`config.mk`:
```
export PLATFORM = sky130hd
export DESIGN_NAME = cshr_top
export DESIGN_NICKNAME = d
export VERILOG_FILES = /design/src/design/cshr_pkg.sv /design/src/design/cshr_top.sv /design/src/design/cshr_sync.sv
export SDC_FILE = /design/constraint.sdc
export NUM_CORES = 1
export LEC_CHECK = 0
export ABC_AREA = 1
export BUFFER_PORTS_ARGS = -buffer_cell sky130_fd_sc_hd__buf_2
export CORE_ASPECT_RATIO = 1.1
export CORE_MARGIN = 3
export CORE_UTILIZATION = 45
export DETAILED_ROUTE_END_ITERATION = 7
export HOLD_SLACK_MARGIN = 0.12
export MAX_ROUTING_LAYER = met4
export PLACE_DENSITY = 0.66
export SYNTH_ARGS = -nofsm -noshare
export SYNTH_HDL_FRONTEND = slang
export SYNTH_SLANG_ARGS = --single-unit
```
`constraint.sdc`:
```
create_clock -name mclk -period 2.9 [get_ports mclk]
set_input_delay 0.58 -clock mclk [delete_from_list [all_inputs] [get_ports mclk]]
set_output_delay 0.58 -clock mclk [all_outputs]
set_load 0.01 [all_outputs]
```
`src/design/cshr_pkg.sv`:
```
// cshr_pkg: constants, register map and field layout of the shift register.
// assumes an apb master on mclk and pins that are asynchronous to mclk.
// Operation
// - the register width is a parameter sizing the parallel in and out ports.
// - an edge option picks the rising or the falling edge of the shift clock.
// - a polarity option makes set and reset pins active high or active low.
// - a polarity option picks which load select level loads and which shifts.
// - a polarity option decides which direction select level shifts left.
// - an active asynchronous set forces the async preset value at once.
// - an active sync set at the clock edge forces the sync preset value.
// - an active sync reset at the clock edge forces the sync clear value.
// - the output starts from an initial value before any edge or set event.
// - an active asynchronous reset forces the async clear value at once.
`default_nettype none
package cshr_pkg;
    localparam int CSHR_WIDTH_DEF = 8;         // default register_width
    localparam int CSHR_ADDR_W = 8;            // apb byte address bits
    // register byte offsets
    localparam logic [7:0] CSHR_OFS_CTRL = 8'h00;
    localparam logic [7:0] CSHR_OFS_APRE = 8'h04; // async_preset_value
    localparam logic [7:0] CSHR_OFS_ACLR = 8'h08; // async_clear_value
    localparam logic [7:0] CSHR_OFS_SPRE = 8'h0C; // sync_preset_value
    localparam logic [7:0] CSHR_OFS_SCLR = 8'h10; // sync_clear_value
    localparam logic [7:0] CSHR_OFS_DATA = 8'h14; // register contents, ro
    localparam logic [7:0] CSHR_OFS_PINS = 8'h18; // filtered pin levels, ro
    // control field positions
    localparam int CSHR_CTRL_EDGE = 0;  // 0: rising edge, 1: falling edge
    localparam int CSHR_CTRL_SRLV = 1;  // set/reset active level
    localparam int CSHR_CTRL_LDLV = 2;  // load select level that loads
    localparam int CSHR_CTRL_LFLV = 3;  // direction level that shifts left
    localparam int CSHR_CTRL_W = 4;
    // reset values
    localparam logic [3:0] CSHR_CTRL_RST = 4'hE; // rising, all levels high
    // initial_output_value, loaded by rst_n
    localparam logic [31:0] CSHR_INIT_VAL = 32'h0000_0000;
    localparam logic [31:0] CSHR_APRE_RST = 32'hFFFF_FFFF;
    localparam logic [31:0] CSHR_ACLR_RST = 32'h0000_0000;
    localparam logic [31:0] CSHR_SPRE_RST = 32'hFFFF_FFFF;
    localparam logic [31:0] CSHR_SCLR_RST = 32'h0000_0000;
    localparam int CSHR_SYNC_STAGES = 3;

    // true when a pin level matches the level chosen as active
    function automatic logic cshr_active(input logic level, input logic pol);
        return level == pol;
    endfunction
endpackage
`default_nettype wire

```
`src/design/cshr_top.sv`:
```
// cshr_top: configurable shift register with pin controls and apb config.
// assumes pins are asynchronous to mclk and the shift clock is far slower.
//
// The placing of the registers and register access over APB are this design's own decisions.
`timescale 1ns/1ps
`default_nettype none
module cshr_top import cshr_pkg::*; #(
    parameter int REGISTER_WIDTH = CSHR_WIDTH_DEF
) (
    input wire logic mclk,                          // 100 MHz system clock
    input wire logic rst_n,                         // sync reset, active low
    input wire logic psel,                          // apb select
    input wire logic penable,                       // apb access phase
    input wire logic pwrite,                        // apb direction
    input wire logic [CSHR_ADDR_W-1:0] paddr,       // apb byte address
    input wire logic [31:0] pwdata,                 // apb write data
    output logic [31:0] prdata,                     // apb read data
    output logic pready,                            // apb ready
    output logic pslverr,                           // apb error
    input wire logic sr_clk,                        // shift clock pin
    input wire logic async_set,                     // asynchronous set pin
    input wire logic async_clr,                     // asynchronous reset pin
    input wire logic sync_set,                      // synchronous set pin
    input wire logic sync_clr,                      // synchronous reset pin
    input wire logic load_sel,                      // load/shift select
    input wire logic dir_sel,                       // left/right select
    input wire logic ser_in_left,                   // fills bit 0 on left
    input wire logic ser_in_right,                  // fills msb on right
    input wire logic [REGISTER_WIDTH-1:0] par_in,   // parallel data in
    output logic [REGISTER_WIDTH-1:0] q_out         // register contents
);
    localparam int W = REGISTER_WIDTH;
    localparam int NP = W + 9;

    logic [NP-1:0] pin_lv;
    logic [W-1:0] q_r;
    logic [W-1:0] apre_r;
    logic [W-1:0] aclr_r;
    logic [W-1:0] spre_r;
    logic [W-1:0] sclr_r;
    logic [CSHR_CTRL_W-1:0] ctrl_r;
    logic clk_d_r;
    logic [31:0] prdata_r;
    logic pslverr_r;
    logic clk_lv, aset_lv, aclr_lv, sset_lv, sclr_lv, ld_lv, dir_lv;
    logic serl_lv, serr_lv;
    logic [W-1:0] par_lv;
    logic trig, aset_on, aclr_on, sset_on, sclr_on, load_on, left_on;
    logic wr_acc;

    // every pin goes through the same filter so data and clock keep latency
    cshr_sync #(.WIDTH(NP)) u_sync (
        .mclk(mclk),
        .rst_n(rst_n),
        .din({sr_clk, async_set, async_clr, sync_set, sync_clr, load_sel,
              dir_sel, ser_in_left, ser_in_right, par_in}),
        .level_r(pin_lv)
    );

    assign {clk_lv, aset_lv, aclr_lv, sset_lv, sclr_lv, ld_lv, dir_lv,
            serl_lv, serr_lv, par_lv} = pin_lv;

    // previous shift clock level for edge detection
    always_ff @(posedge mclk) begin
        if (!rst_n) begin
            clk_d_r <= 1'b0;
        end else begin
            clk_d_r <= clk_lv;
        end
    end

    // edge choice and level decoding
    assign trig = ctrl_r[CSHR_CTRL_EDGE] ? (clk_d_r & ~clk_lv)
                                         : (clk_lv & ~clk_d_r);
    assign aset_on = cshr_active(aset_lv, ctrl_r[CSHR_CTRL_SRLV]);
    assign aclr_on = cshr_active(aclr_lv, ctrl_r[CSHR_CTRL_SRLV]);
    assign sset_on = cshr_active(sset_lv, ctrl_r[CSHR_CTRL_SRLV]);
    assign sclr_on = cshr_active(sclr_lv, ctrl_r[CSHR_CTRL_SRLV]);
    assign load_on = cshr_active(ld_lv, ctrl_r[CSHR_CTRL_LDLV]);
    assign left_on = cshr_active(dir_lv, ctrl_r[CSHR_CTRL_LFLV]);

    // the register itself; clear beats preset when both are asserted
    always_ff @(posedge mclk) begin
        if (!rst_n) begin
            q_r <= CSHR_INIT_VAL[W-1:0];
        end else if (aclr_on) begin
            q_r <= aclr_r;
        end else if (aset_on) begin
            q_r <= apre_r;
        end else if (trig) begin
            if (sclr_on) begin
                q_r <= sclr_r;
            end else if (sset_on) begin
                q_r <= spre_r;
            end else if (load_on) begin
                q_r <= par_lv;
            end else if (left_on) begin
                q_r <= {q_r[W-2:0], serl_lv};
            end else begin
                q_r <= {serr_lv, q_r[W-1:1]};
            end
        end
    end

    assign q_out = q_r;

    // apb write side; zero wait states so access phase is the write edge
    assign wr_acc = psel & penable & pwrite;

    always_ff @(posedge mclk) begin
        if (!rst_n) begin
            ctrl_r <= CSHR_CTRL_RST;
            apre_r <= CSHR_APRE_RST[W-1:0];
            aclr_r <= CSHR_ACLR_RST[W-1:0];
            spre_r <= CSHR_SPRE_RST[W-1:0];
            sclr_r <= CSHR_SCLR_RST[W-1:0];
        end else if (wr_acc) begin
            unique case (paddr)
                CSHR_OFS_CTRL: ctrl_r <= pwdata[CSHR_CTRL_W-1:0];
                CSHR_OFS_APRE: apre_r <= pwdata[W-1:0];
                CSHR_OFS_ACLR: aclr_r <= pwdata[W-1:0];
                CSHR_OFS_SPRE: spre_r <= pwdata[W-1:0];
                CSHR_OFS_SCLR: sclr_r <= pwdata[W-1:0];
                default: ;
            endcase
        end
    end

    // read data captured in the setup cycle so it leaves a flip-flop
    always_ff @(posedge mclk) begin
        if (!rst_n) begin
            prdata_r <= 32'h0000_0000;
            pslverr_r <= 1'b0;
        end else if (psel && !penable) begin
            prdata_r <= 32'h0000_0000;
            pslverr_r <= 1'b0;
            unique case (paddr)
                CSHR_OFS_CTRL: prdata_r[CSHR_CTRL_W-1:0] <= ctrl_r;
                CSHR_OFS_APRE: prdata_r[W-1:0] <= apre_r;
                CSHR_OFS_ACLR: prdata_r[W-1:0] <= aclr_r;
                CSHR_OFS_SPRE: prdata_r[W-1:0] <= spre_r;
                CSHR_OFS_SCLR: prdata_r[W-1:0] <= sclr_r;
                CSHR_OFS_DATA: prdata_r[W-1:0] <= q_r;
                CSHR_OFS_PINS: prdata_r[8:0] <= pin_lv[NP-1:W];
                default: pslverr_r <= 1'b1;
            endcase
        end
    end

    assign pready = 1'b1;
    assign prdata = (psel & penable & ~pwrite) ? prdata_r : 32'h0000_0000;
    assign pslverr = psel & penable & pslverr_r;

    // checks on the register behaviour
    a_init_value: assert property (@(posedge mclk)
        disable iff (!rst_n)
        $rose(rst_n) |-> q_r == CSHR_INIT_VAL[W-1:0])
        else $error("register not at initial value after reset");
    a_async_clear: assert property (@(posedge mclk)
        disable iff (!rst_n)
        (aclr_lv == ctrl_r[CSHR_CTRL_SRLV]) |=> q_r == $past(aclr_r))
        else $error("async clear value not taken");
    a_async_preset: assert property (@(posedge mclk)
        disable iff (!rst_n)
        (aset_lv == ctrl_r[CSHR_CTRL_SRLV]) && !aclr_on
        |=> q_r == $past(apre_r))
        else $error("async preset value not taken");
    a_sync_clear: assert property (@(posedge mclk)
        disable iff (!rst_n)
        trig && !aclr_on && !aset_on
        && (sclr_lv == ctrl_r[CSHR_CTRL_SRLV]) |=> q_r == $past(sclr_r))
        else $error("sync clear value not taken");
    a_sync_preset: assert property (@(posedge mclk)
        disable iff (!rst_n)
        trig && !aclr_on && !aset_on && !sclr_on
        && (sset_lv == ctrl_r[CSHR_CTRL_SRLV]) |=> q_r == $past(spre_r))
        else $error("sync preset value not taken");
    a_load_data: assert property (@(posedge mclk)
        disable iff (!rst_n)
        trig && !aclr_on && !aset_on && !sclr_on && !sset_on
        && (ld_lv == ctrl_r[CSHR_CTRL_LDLV]) |=> q_r == $past(par_lv))
        else $error("parallel load missed");
    a_shift_left: assert property (@(posedge mclk)
        disable iff (!rst_n)
        trig && !aclr_on && !aset_on && !sclr_on && !sset_on && !load_on
        && (dir_lv == ctrl_r[CSHR_CTRL_LFLV])
        |=> q_r == {$past(q_r[W-2:0]), $past(serl_lv)})
        else $error("left shift wrong");
    a_shift_right: assert property (@(posedge mclk)
        disable iff (!rst_n)
        trig && !aclr_on && !aset_on && !sclr_on && !sset_on && !load_on
        && (dir_lv != ctrl_r[CSHR_CTRL_LFLV])
        |=> q_r == {$past(serr_lv), $past(q_r[W-1:1])})
        else $error("right shift wrong");
    a_edge_only: assert property (@(posedge mclk)
        disable iff (!rst_n)
        !aclr_on && !aset_on && !(ctrl_r[CSHR_CTRL_EDGE] ?
        (clk_d_r && !clk_lv) : (!clk_d_r && clk_lv)) |=> $stable(q_r))
        else $error("register moved without its edge");
    a_async_first: assert property (@(posedge mclk)
        disable iff (!rst_n)
        aclr_on && trig && sclr_on |=> q_r == $past(aclr_r))
        else $error("clocked action beat async clear");
    // a sync set at the edge must win even while the load level is active
    a_sync_first: assert property (@(posedge mclk)
        disable iff (!rst_n)
        trig && !aclr_on && !aset_on && !sclr_on && sset_on && load_on
        |=> q_r == $past(spre_r))
        else $error("load beat sync preset");
    // in falling-edge mode a rising filtered clock must leave q alone
    a_wrong_edge: assert property (@(posedge mclk)
        disable iff (!rst_n)
        ctrl_r[CSHR_CTRL_EDGE] && clk_lv && !clk_d_r && !aclr_on && !aset_on
        |=> $stable(q_r))
        else $error("register moved on the unselected edge");

    // apb side: a write lands at the access edge, value in the low bits
    a_ctrl_write: assert property (@(posedge mclk)
        disable iff (!rst_n)
        psel && penable && pwrite && paddr == CSHR_OFS_CTRL
        |=> ctrl_r == $past(pwdata[CSHR_CTRL_W-1:0]))
        else $error("control write not taken");
    a_clear_write: assert property (@(posedge mclk)
        disable iff (!rst_n)
        psel && penable && pwrite && paddr == CSHR_OFS_ACLR
        |=> aclr_r == $past(pwdata[W-1:0]))
        else $error("async clear value write not taken");
    a_bad_addr: assert property (@(posedge mclk)
        disable iff (!rst_n)
        psel && !penable && paddr > CSHR_OFS_PINS |=> pslverr_r)
        else $error("unmapped address not flagged");
endmodule // cshr_top
`default_nettype wire

```
`src/design/cshr_sync.sv`:
```
// cshr_sync: three-stage synchroniser with an agreement filter per bit.
// assumes each bit is an independent asynchronous level.
`timescale 1ns/1ps
`default_nettype none
module cshr_sync import cshr_pkg::*; #(
    parameter int WIDTH = 1
) (
    input wire logic mclk,                 // system clock
    input wire logic rst_n,                // synchronous reset, active low
    input wire logic [WIDTH-1:0] din,      // asynchronous levels
    output logic [WIDTH-1:0] level_r       // filtered level
);
    logic [WIDTH-1:0] s1_r;
    logic [WIDTH-1:0] s2_r;
    logic [WIDTH-1:0] s3_r;

    // stage chain; s1_r is read by s2_r only, to keep metastability contained
    always_ff @(posedge mclk) begin
        if (!rst_n) begin
            s1_r <= '0;
            s2_r <= '0;
            s3_r <= '0;
        end else begin
            s1_r <= din;
            s2_r <= s1_r;
            s3_r <= s2_r;
        end
    end

    // a change counts only once stages two and three agree
    always_ff @(posedge mclk) begin
        if (!rst_n) begin
            level_r <= '0;
        end else begin
            for (int i = 0; i < WIDTH; i++) begin
                if (s2_r[i] == s3_r[i]) begin
                    level_r[i] <= s3_r[i];
                end
            end
        end
    end
endmodule // cshr_sync
`default_nettype wire

```
## Word-level counts from Yosys, hierarchy flattened

Index checks and enable logic that the tools add are counted.

- Bits in registers: 123
- Bits in latches: 0
- Bits in writable memories: 0
- Memory bits (read-only): 0
- Input port bits: 62
- Output and inout bits: 42
- Word-level logic and storage cells: 90
- Memories: 0

- $add $sub $neg: 0
- $mul: 0
- Divide/modulo/power cells: 0
- Magnitude comparators: 0
- Equal/unequal tests: 29
- Shifts and indexed selects: 0
- Muxes and demuxes: 13
- Bitwise logic cells: 9
- Reductions and logical operators: 10

Operators with widths:

| operator | number |
|---|---|
| 8-bit two-way mux | 7 |
| 4-bit one-hot mux with 7 select lines | 1 |
| 8-bit by 5-bit == test with 1-bit output, second input constant | 3 |
| 4-bit one-hot mux with 6 select lines | 1 |
| 1-bit == test | 23 |
| 8-bit by 4-bit == test with 1-bit output, second input constant | 2 |
| 2-bit AND reduction | 5 |
| 9-bit two-way mux | 1 |
| 8-bit by 3-bit == test with 1-bit output, second input constant | 1 |
| 8-bit logical NOT | 1 |
| 7-bit OR reduction | 1 |
| 1-bit AND | 6 |
| 1-bit two-way mux | 3 |
| 1-bit NOT | 3 |
| 3-bit nonzero test | 1 |
| 1-bit logical AND | 1 |
| 1-bit logical NOT | 1 |

## Logic depth before layout (Yosys ltp)

Gate-level depths: netlist (run 1).

- Depth in word-level cells: 8
- Gate-level depth with buffers: 12
- Mapped depth without buffers: 11

## Modules after synthesis

Synthesis (run 1) repeated with hierarchy kept, for this count alone.

- Cells, all modules: 802
- Area, all modules: 5690.5 um2

By module, submodules not included:

| module | times used | cells each | area each (um2) | sequential area each (um2) |
|---|---|---|---|---|
| cshr_top | 1 | 573 | 3616.0 | 1101.1 |
| cshr_sync | 1 | 229 | 2074.5 | 1361.3 |

## Worst setup path before layout (run 1)

OpenSTA, ideal clock, no wires.

- Kind: input port to flip-flop
- Start: input port paddr[5]
- End: register sclr_r[6]
- Setup time: 0.119 ns
- Data arrival time: 1.512 ns
- Required time: 2.781 ns
- Setup slack: 1.268 ns
- Cell stages on the path: 9
- Path buffers: 1
- Cells stage by stage: nor2_1 -> nand2_1 -> nor2_2 -> nand2_2 -> nor2_4 -> inv_2 -> buf_2 -> o21ai_0 -> a21oi_1

- Longest elaborated chain between the ends: 2

RTL lines:

| what | RTL line | source |
|---|---|---|
| from (decl) | cshr_top.sv:15 | `input wire logic [CSHR_ADDR_W-1:0] paddr,` |
| 8-bit by 5-bit == test with 1-bit output | cshr_top.sv:118 | `unique case (paddr)` |
| 2-bit AND reduction (no source line) | -- |  |
| to (signal assigned) | cshr_top.sv:116 | `sclr_r <= CSHR_SCLR_RST[W-1:0];` |
| to (signal assigned) | cshr_top.sv:123 | `CSHR_OFS_SCLR: sclr_r <= pwdata[W-1:0];` |
| to (decl) | cshr_top.sv:40 | `logic [W-1:0] sclr_r;` |

Every way passes these cells.
A chain may end at the register's enable or synchronous reset.

## Worst setup path in the final report (run 1)

- Start: register ctrl_r[1]
- End: register q_r[6], in the netlist q_out[6]

- Longest elaborated chain between the ends: 6
- Elaborated cells between the ends (all ways): 10
- Classes of those cells: eq/ne (4); mux (5); reduce/logical (1)

RTL lines:

| what | RTL line | source |
|---|---|---|
| from (decl) | cshr_top.sv:41 | `logic [CSHR_CTRL_W-1:0] ctrl_r;` |
| from (signal assigned) | cshr_top.sv:119 | `CSHR_OFS_CTRL: ctrl_r <= pwdata[CSHR_CTRL_W-1:0];` |
| 1-bit == test | cshr_pkg.sv:44 | `return level == pol;` |
| 8-bit two-way mux | cshr_top.sv:93 | `end else if (sset_on) begin` |
| 8-bit two-way mux | cshr_top.sv:91 | `if (sclr_on) begin` |
| 8-bit two-way mux | cshr_top.sv:90 | `end else if (trig) begin` |
| 8-bit two-way mux | cshr_top.sv:88 | `end else if (aset_on) begin` |
| 8-bit two-way mux | cshr_top.sv:86 | `end else if (aclr_on) begin` |
| to (signal assigned) | cshr_top.sv:87 | `q_r <= aclr_r;` |
| to (signal assigned) | cshr_top.sv:89 | `q_r <= apre_r;` |
| to (signal assigned) | cshr_top.sv:92 | `q_r <= sclr_r;` |
| to (decl) | cshr_top.sv:36 | `logic [W-1:0] q_r;` |

Several ways; a longest one is shown, not always the timed one. The select of a mux whose other input is x is not followed.

==> results of run 1 <==
cells by family (layout without fill, tap and decap cells):
logic type,Yosys count,count (layout),share of synthesized area (%)
AOI/OAI and AO/OA,116,116,11.2
and+or+nand+nor,386,386,29.7
buffers and inverters,174,222,13.8
DFF,123,123,44.3
other,2,24,0.135
xor gates and xnor gates,3,3,0.810
power by group:
group | switching (mW) | internal, mW
clock network | 0.714 | 1.32
logic | 0.114 | 0.0542
registers | 0.0168 | 1.73
area by class of cell:
class	count	area share (%)
clock buffers	24	7.44
clock inverters	7	1.39
inverters	127	7.44
multi-input cells	529	37.3
flip-flops and latches	123	38.0
well taps	150	2.90
repair buffers	64	5.53
per-stage QoR:
stage	instance area [µm²]	hold slack (ns)	total power, mW
after global routing	6480	0.352	4.09
after CTS	6480	0.329	3.99
after detailed placement	5900	0.397	1.95
after floorplan	5650	0.386	1.91
after global placement	5900	0.390	1.94
final	6480	0.346	3.95
routing by layer:
layer / share of wire (%) / global-route usage, % / up-vias
li1: - / - / 2572
met1: 44 / 26.6 / 2204
met2: 47 / 33.8 / 186
met3: 7.6 / 5.13 / 20
met4: 1.8 / 6.91 / 0
met5: 0 / - / -
flip-flops by register name, indices dropped and copies added, names as in the netlist, 9 cells and up:
signal	cells
prdata_r	9
u_sync.s1_r	17
u_sync.s3_r	17
u_sync.level_r	17
u_sync.s2_r	17
synth_stat cells:
cell type,n
clkbuf_1,12
xnor2_1,1
a31oi_1,1
nand3_1,91
inv_2,7
nor2_2,7
o21ai_0,60
or2_2,4
a311oi_1,1
nand2_2,3
nor3_1,1
clkinv_4,1
xnor2_4,1
o21bai_1,1
a21oi_2,8
buf_1,1
nand4_4,1
inv_1,119
o211ai_1,3
dfxtp_1,123
buf_4,27
buf_2,7
nor2_1,71
xor2_1,1
a21oi_1,42
nor2_4,5
nand2_1,203
conb_1,2
worst paths after layout:
check	end	slack [ns]
hold / removal	u_sync.s1_r[0]$_SDFF_PN0_	0.35
setup / recovery	q_out[6]$_SDFFE_PN0P_	0.99
setup reg to reg	q_out[6]$_SDFFE_PN0P_	0.99
hold reg to reg	u_sync.s2_r[9]$_SDFF_PN0_	0.41
critical path, delay by kind of cell, from the launching register on:
family | cells | cell delay (ns)
buffers and inverters | 2 | 0.30
AO/OA/AOI/OAI | 1 | 0.05
AND/OR/NAND/NOR | 5 | 0.31
flip-flops | 1 | 0.59
XOR/XNOR | 1 | 0.54
==> flow_summary_export.csv, run 1 <==
group,metric,value,unit
sta,final-setup-viol-count,0,
sta,fin_setup_tns,0,ns
placement,portBuffers,55,
worst_setup_path,critical-path-max-stage-delay,0.59,ns
finish,final-instance-count-excl-fill,1024,
route,via_count,4982,
power,worst_ir_drop_vdd,0.384,mV
clock_tree,clock_insertion_delay_worst_skew,0.42,ns
worst_hold_path,type_of_the_worst_min_delay_path,"input pin to flop",
placement,place.detailed.instances,993,
worst_hold_path,hold_start,"par_in[0]",
sta,finClkSkew,0.0105,ns
floorplan,coreArea,11700,µm²
status,status,"completed",
sta,max_clock_freq,0.524,GHz
finish,register_area,2460,µm²
floorplan,chipHeight,123,µm
clock_tree,clk_tree_root_cell,"clkbuf_16",
route,detail_route_antenna_nets,0,
sta,worst_slew_pin_slew,0.605,ns
floorplan,fp.dieW,112,µm
sta,timing.max_slew.rel_slack,59.6,%
sta,drv_slew,0,
sta,grt_setup_unrepaired,"false",
clock_tree,cts_max_path_buffers,2,
clock_tree,clock_sinks,123,
sta,post-route-worst-setup-slack,0.990,ns
sta,fin_crit_sh,65.9,%
clock_tree,hold_fix_buffers_cts,0,
finish,final_common_cell,"nand2_1",
power,power_density,610,nW/µm²
floorplan,placementRows,41,
synthesis,synth.yosys.seq_area_share,44.3,%
synthesis,yosys_warnings,0,
synthesis,synth_top_cell_by_area,"dfxtp_1",
finish,antennaDiodeCount,0,
global_route,via_count_of_the_first_global_routing_pass,4523,
worst_setup_path,worst_path_cell_with_the_longest_stage_delay,"dfxtp_1",
finish,areaGrowthSynthToFinish,16.4,%
worst_setup_path,crit_required,3.19,ns
clock_tree,post_cts_resized,0,
global_route,grt_start_max_net_pins,63,
global_route,grt-ovfl-total,0,
finish,net_count_of_the_finished_layout,924,
worst_setup_path,cp-startpoint,"ctrl_r[1]$_SDFFE_PN1P_",
floorplan,pin_count,104,
route,drt_drc_violations_left,0,
clock_tree,number_of_clock_buffers_inserted_by_tritoncts,17,
placement,dpl_worst_slack,0.733,ns
route,first_pass_iters,5,
clock_tree,htreeDepth,4,
route,detail_route.iter0.violations,371,
finish,post_route_cells_drive_above_1_share,14.6,%
sta,final-hold-violation-count,0,
placement,detailed_place_hpwl,9530,µm
worst_setup_path,r2r_cells,9,
worst_setup_path,crit_chain,"xor2_1 > buf_4 > nand2_1 > inv_1 > nand2_1 > nand2_1 > nand2_1 > nand2_1 > a21oi_2",
clock_tree,post-cts-setup-buffers,0,
worst_setup_path,timing.critical_path.mode_cell,"nand2_1",
clock_tree,tritoncts,"built",
finish,num-fill-cells,1174,
global_route,grt_first_pass_wirelength,22300,µm
worst_setup_path,regToRegStartpoint,"ctrl_r[1]$_SDFFE_PN1P_",
worst_hold_path,worst_hold_path.num_cells,3,
synthesis,postSynthCellCount,804,
power,p_leak,3.31,nW
synthesis,synth_area_leaders,"dfxtp_1, nand2_1, nand3_1, inv_1, o21ai_0",
synthesis,ys_seq_elements,123,
worst_setup_path,cp-start-kind,"flop",
synthesis,avg_cell_area_syn,6.92,µm²
synthesis,top_cell_type_s_share_of_synthesized_area,44.3,%
clock_tree,clock_input_transition_at_the_sequential_cells_of_the_worst_setup_and_hold_paths,0.05,ns
worst_setup_path,critical_path_class,"flop to flop",
worst_setup_path,path_max_fanout,9,
synthesis,netlist_area,5560,µm²
finish,layout.cells.most_common_list,"nand2_1, dfxtp_1, inv_1",
global_route,antenna_found_initial,0,
worst_setup_path,worst_setup_path_end_kind,"flop",
placement,gpl.final_weighted_congestion,0.913,
sta,final_period_minus_worst_setup_slack,1.91,ns
finish,finalCoreUtilization,55.1,%
worst_setup_path,crit_arrival,2.20,ns
synthesis,ys_types,28,
route,avgViaCountPerCell,4.87,
finish,area_of_the_multi_input_gates,2410,µm²
flow_run,cap_viol_max_count,0,
global_route,grt_util_all_layers,21.1,%
route,detail_route.wirelength,13600,µm
floorplan,fp.dieArea,13700,µm²
floorplan,start_util,47.4,%
route,avgRoutedWirePerCell,13.3,µm
Power figures use the tool's default switching activity.
==> inputs of run 2 (changes only) <==
clock period = 1.98 ns   (was 2.9 ns; I/O delays follow)
==> run 2 against run 1 <==
Non-clock buffer count grew 7. Flip-flop and latch count is the same. Clock skew shrank 0.0023 ns. Total power grew 44%. Sequential share of layout area shrank 0.28 points. Die area is the same. Final cell count grew 0.68%. Worst setup slack lost 0.64 ns. Largest cell class unchanged.
==> flow_summary_export.csv, run 2 (synthesis results as in run 1) <==
group,metric,value,unit
global_route,grt-ovfl-total,0,
route,drt_drc_violations_left,0,
power,power_density,874,nW/µm²
clock_tree,clock_sinks,123,
flow_run,cap_viol_max_count,0,
sta,grt_setup_unrepaired,"false",
worst_setup_path,worst_setup_path_end_kind,"flop",
worst_setup_path,crit_required,2.27,ns
finish,post_route_cells_drive_above_1_share,15.6,%
sta,post-route-worst-setup-slack,0.354,ns
worst_setup_path,critical_path_class,"flop to flop",
floorplan,placementRows,41,
route,first_pass_iters,5,
sta,finClkSkew,0.00819,ns
clock_tree,post-cts-setup-buffers,0,
sta,final-hold-violation-count,0,
clock_tree,clk_tree_root_cell,"clkbuf_16",
floorplan,fp.dieW,112,µm
global_route,grt_util_all_layers,20.8,%
sta,final-setup-viol-count,0,
floorplan,fp.dieArea,13700,µm²
floorplan,coreArea,11700,µm²
route,avgViaCountPerCell,4.74,
finish,areaGrowthSynthToFinish,17.3,%
global_route,grt_start_max_net_pins,45,
clock_tree,clock_insertion_delay_worst_skew,0.41,ns
clock_tree,number_of_clock_buffers_inserted_by_tritoncts,17,
route,met2RoutedLength,6230,µm
power,worst_ir_drop_vdd,0.538,mV
sta,final_period_minus_worst_setup_slack,1.63,ns
floorplan,chipHeight,123,µm
floorplan,start_util,47.4,%
worst_setup_path,crit_arrival,1.92,ns
global_route,via_count_of_the_first_global_routing_pass,4375,
route,met1Wirelength,6000,µm
finish,layout.cells.most_common_list,"nand2_1, dfxtp_1, inv_1",
clock_tree,cts_max_path_buffers,2,
worst_hold_path,type_of_the_worst_min_delay_path,"input pin to flop",
route,avgRoutedWirePerCell,13.0,µm
route,routed_length_on_met3,929,µm
power,p_leak,3.35,nW
route,detail_route_antenna_nets,0,
route,detail_route.iter0.violations,320,
route,detail_route.wirelength,13400,µm
finish,finalCoreUtilization,55.5,%
clock_tree,post_cts_resized,0,
route,via_count,4885,
clock_tree,hold_fix_buffers_cts,0,
sta,drv_slew,0,
global_route,grt_first_pass_wirelength,21800,µm
worst_setup_path,path_max_fanout,9,
placement,gpl.final_weighted_congestion,0.914,
status,status,"completed",
clock_tree,clock_input_transition_at_the_sequential_cells_of_the_worst_setup_and_hold_paths,0.05,ns
finish,net_count_of_the_finished_layout,931,
placement,detailed_place_hpwl,9660,µm
worst_setup_path,cp-start-kind,"flop",
global_route,antenna_found_initial,0,
clock_tree,htreeDepth,4,
sta,max_clock_freq,0.615,GHz
clock_tree,tritoncts,"built",
sta,fin_crit_sh,82.1,%
floorplan,pin_count,104,
sta,fin_setup_tns,0,ns
placement,portBuffers,55,
placement,dpl_worst_slack,0.209,ns
finish,antennaDiodeCount,0,
finish,final_common_cell,"nand2_1",
route,routed.top_layer,"met4",
==> run 2: cell count changes in the layout (fill, tap and decap cells not counted), sizes merged <==
cell      previous run  this run
buf                 64        71
clkbuf              24        23
clkinv               4         7
bufinv               2         1
clkinvlp             2         1
==> run 2: path summary, 6_finish.rpt <==
kind                                                 from  cells after the start  slack, ns                         to
worst max-delay path               ctrl_r[1]$_SDFFE_PN1P_                      6       0.35      q_out[1]$_SDFFE_PN0P_
worst min-delay path                          ser_in_left                      3       0.17  u_sync.s1_r[9]$_SDFF_PN0_
worst max register to register     ctrl_r[1]$_SDFFE_PN1P_                      6       0.35      q_out[1]$_SDFFE_PN0P_
worst min register to register  u_sync.s1_r[9]$_SDFF_PN0_                      2       0.41  u_sync.s2_r[9]$_SDFF_PN0_
==> run 2: power by group <==
part / switching, mW / internal (mW)
Sequential: 0.0246 / 2.53
Clock: 1.05 / 1.84
Combinational: 0.170 / 0.0854
Total: 1.25 / 4.45
==> run 2: area by class of cell <==
type                       instances  area (µm²)
fill                            1173        5220
sequential                       123        2460
multi-input combinational        529        2410
clock buffer                      23         488
inverter                         127         482
timing repair buffer              71         423
tap                              150         188
clock inverter                     8        67.6
==> run 2: critical path, stage by stage, from the launching register on <==
cell      delay [ns]
dfxtp_1         0.59
xnor2_4         0.23
inv_2           0.17
nand4_4         0.18
clkinv_4        0.10
a21oi_1         0.16
a21oi_2         0.07
==> run 2: metrics by stage <==
stage,cell area (µm²),hold slack (ns),cells,total power [mW]
6_report,6530,0.166,1031,5.70
3_5_place_dp,5970,0.397,1000,2.86
3_3_place_gp,5970,0.389,1000,2.86
2_1_floorplan,5650,0.386,826,2.79
4_1_cts,6530,0.151,1031,5.75
5_1_grt,6530,0.174,1031,5.91
==> run 2: routing by layer <==
| metal | up-vias | GRT usage (%) |
|---|---|---|
| li1 | 2577 | - |
| met1 | 2134 | 25.8 |
| met2 | 154 | 33.1 |
| met3 | 20 | 5.18 |
| met4 | 0 | 7.81 |
| met5 | - | - |
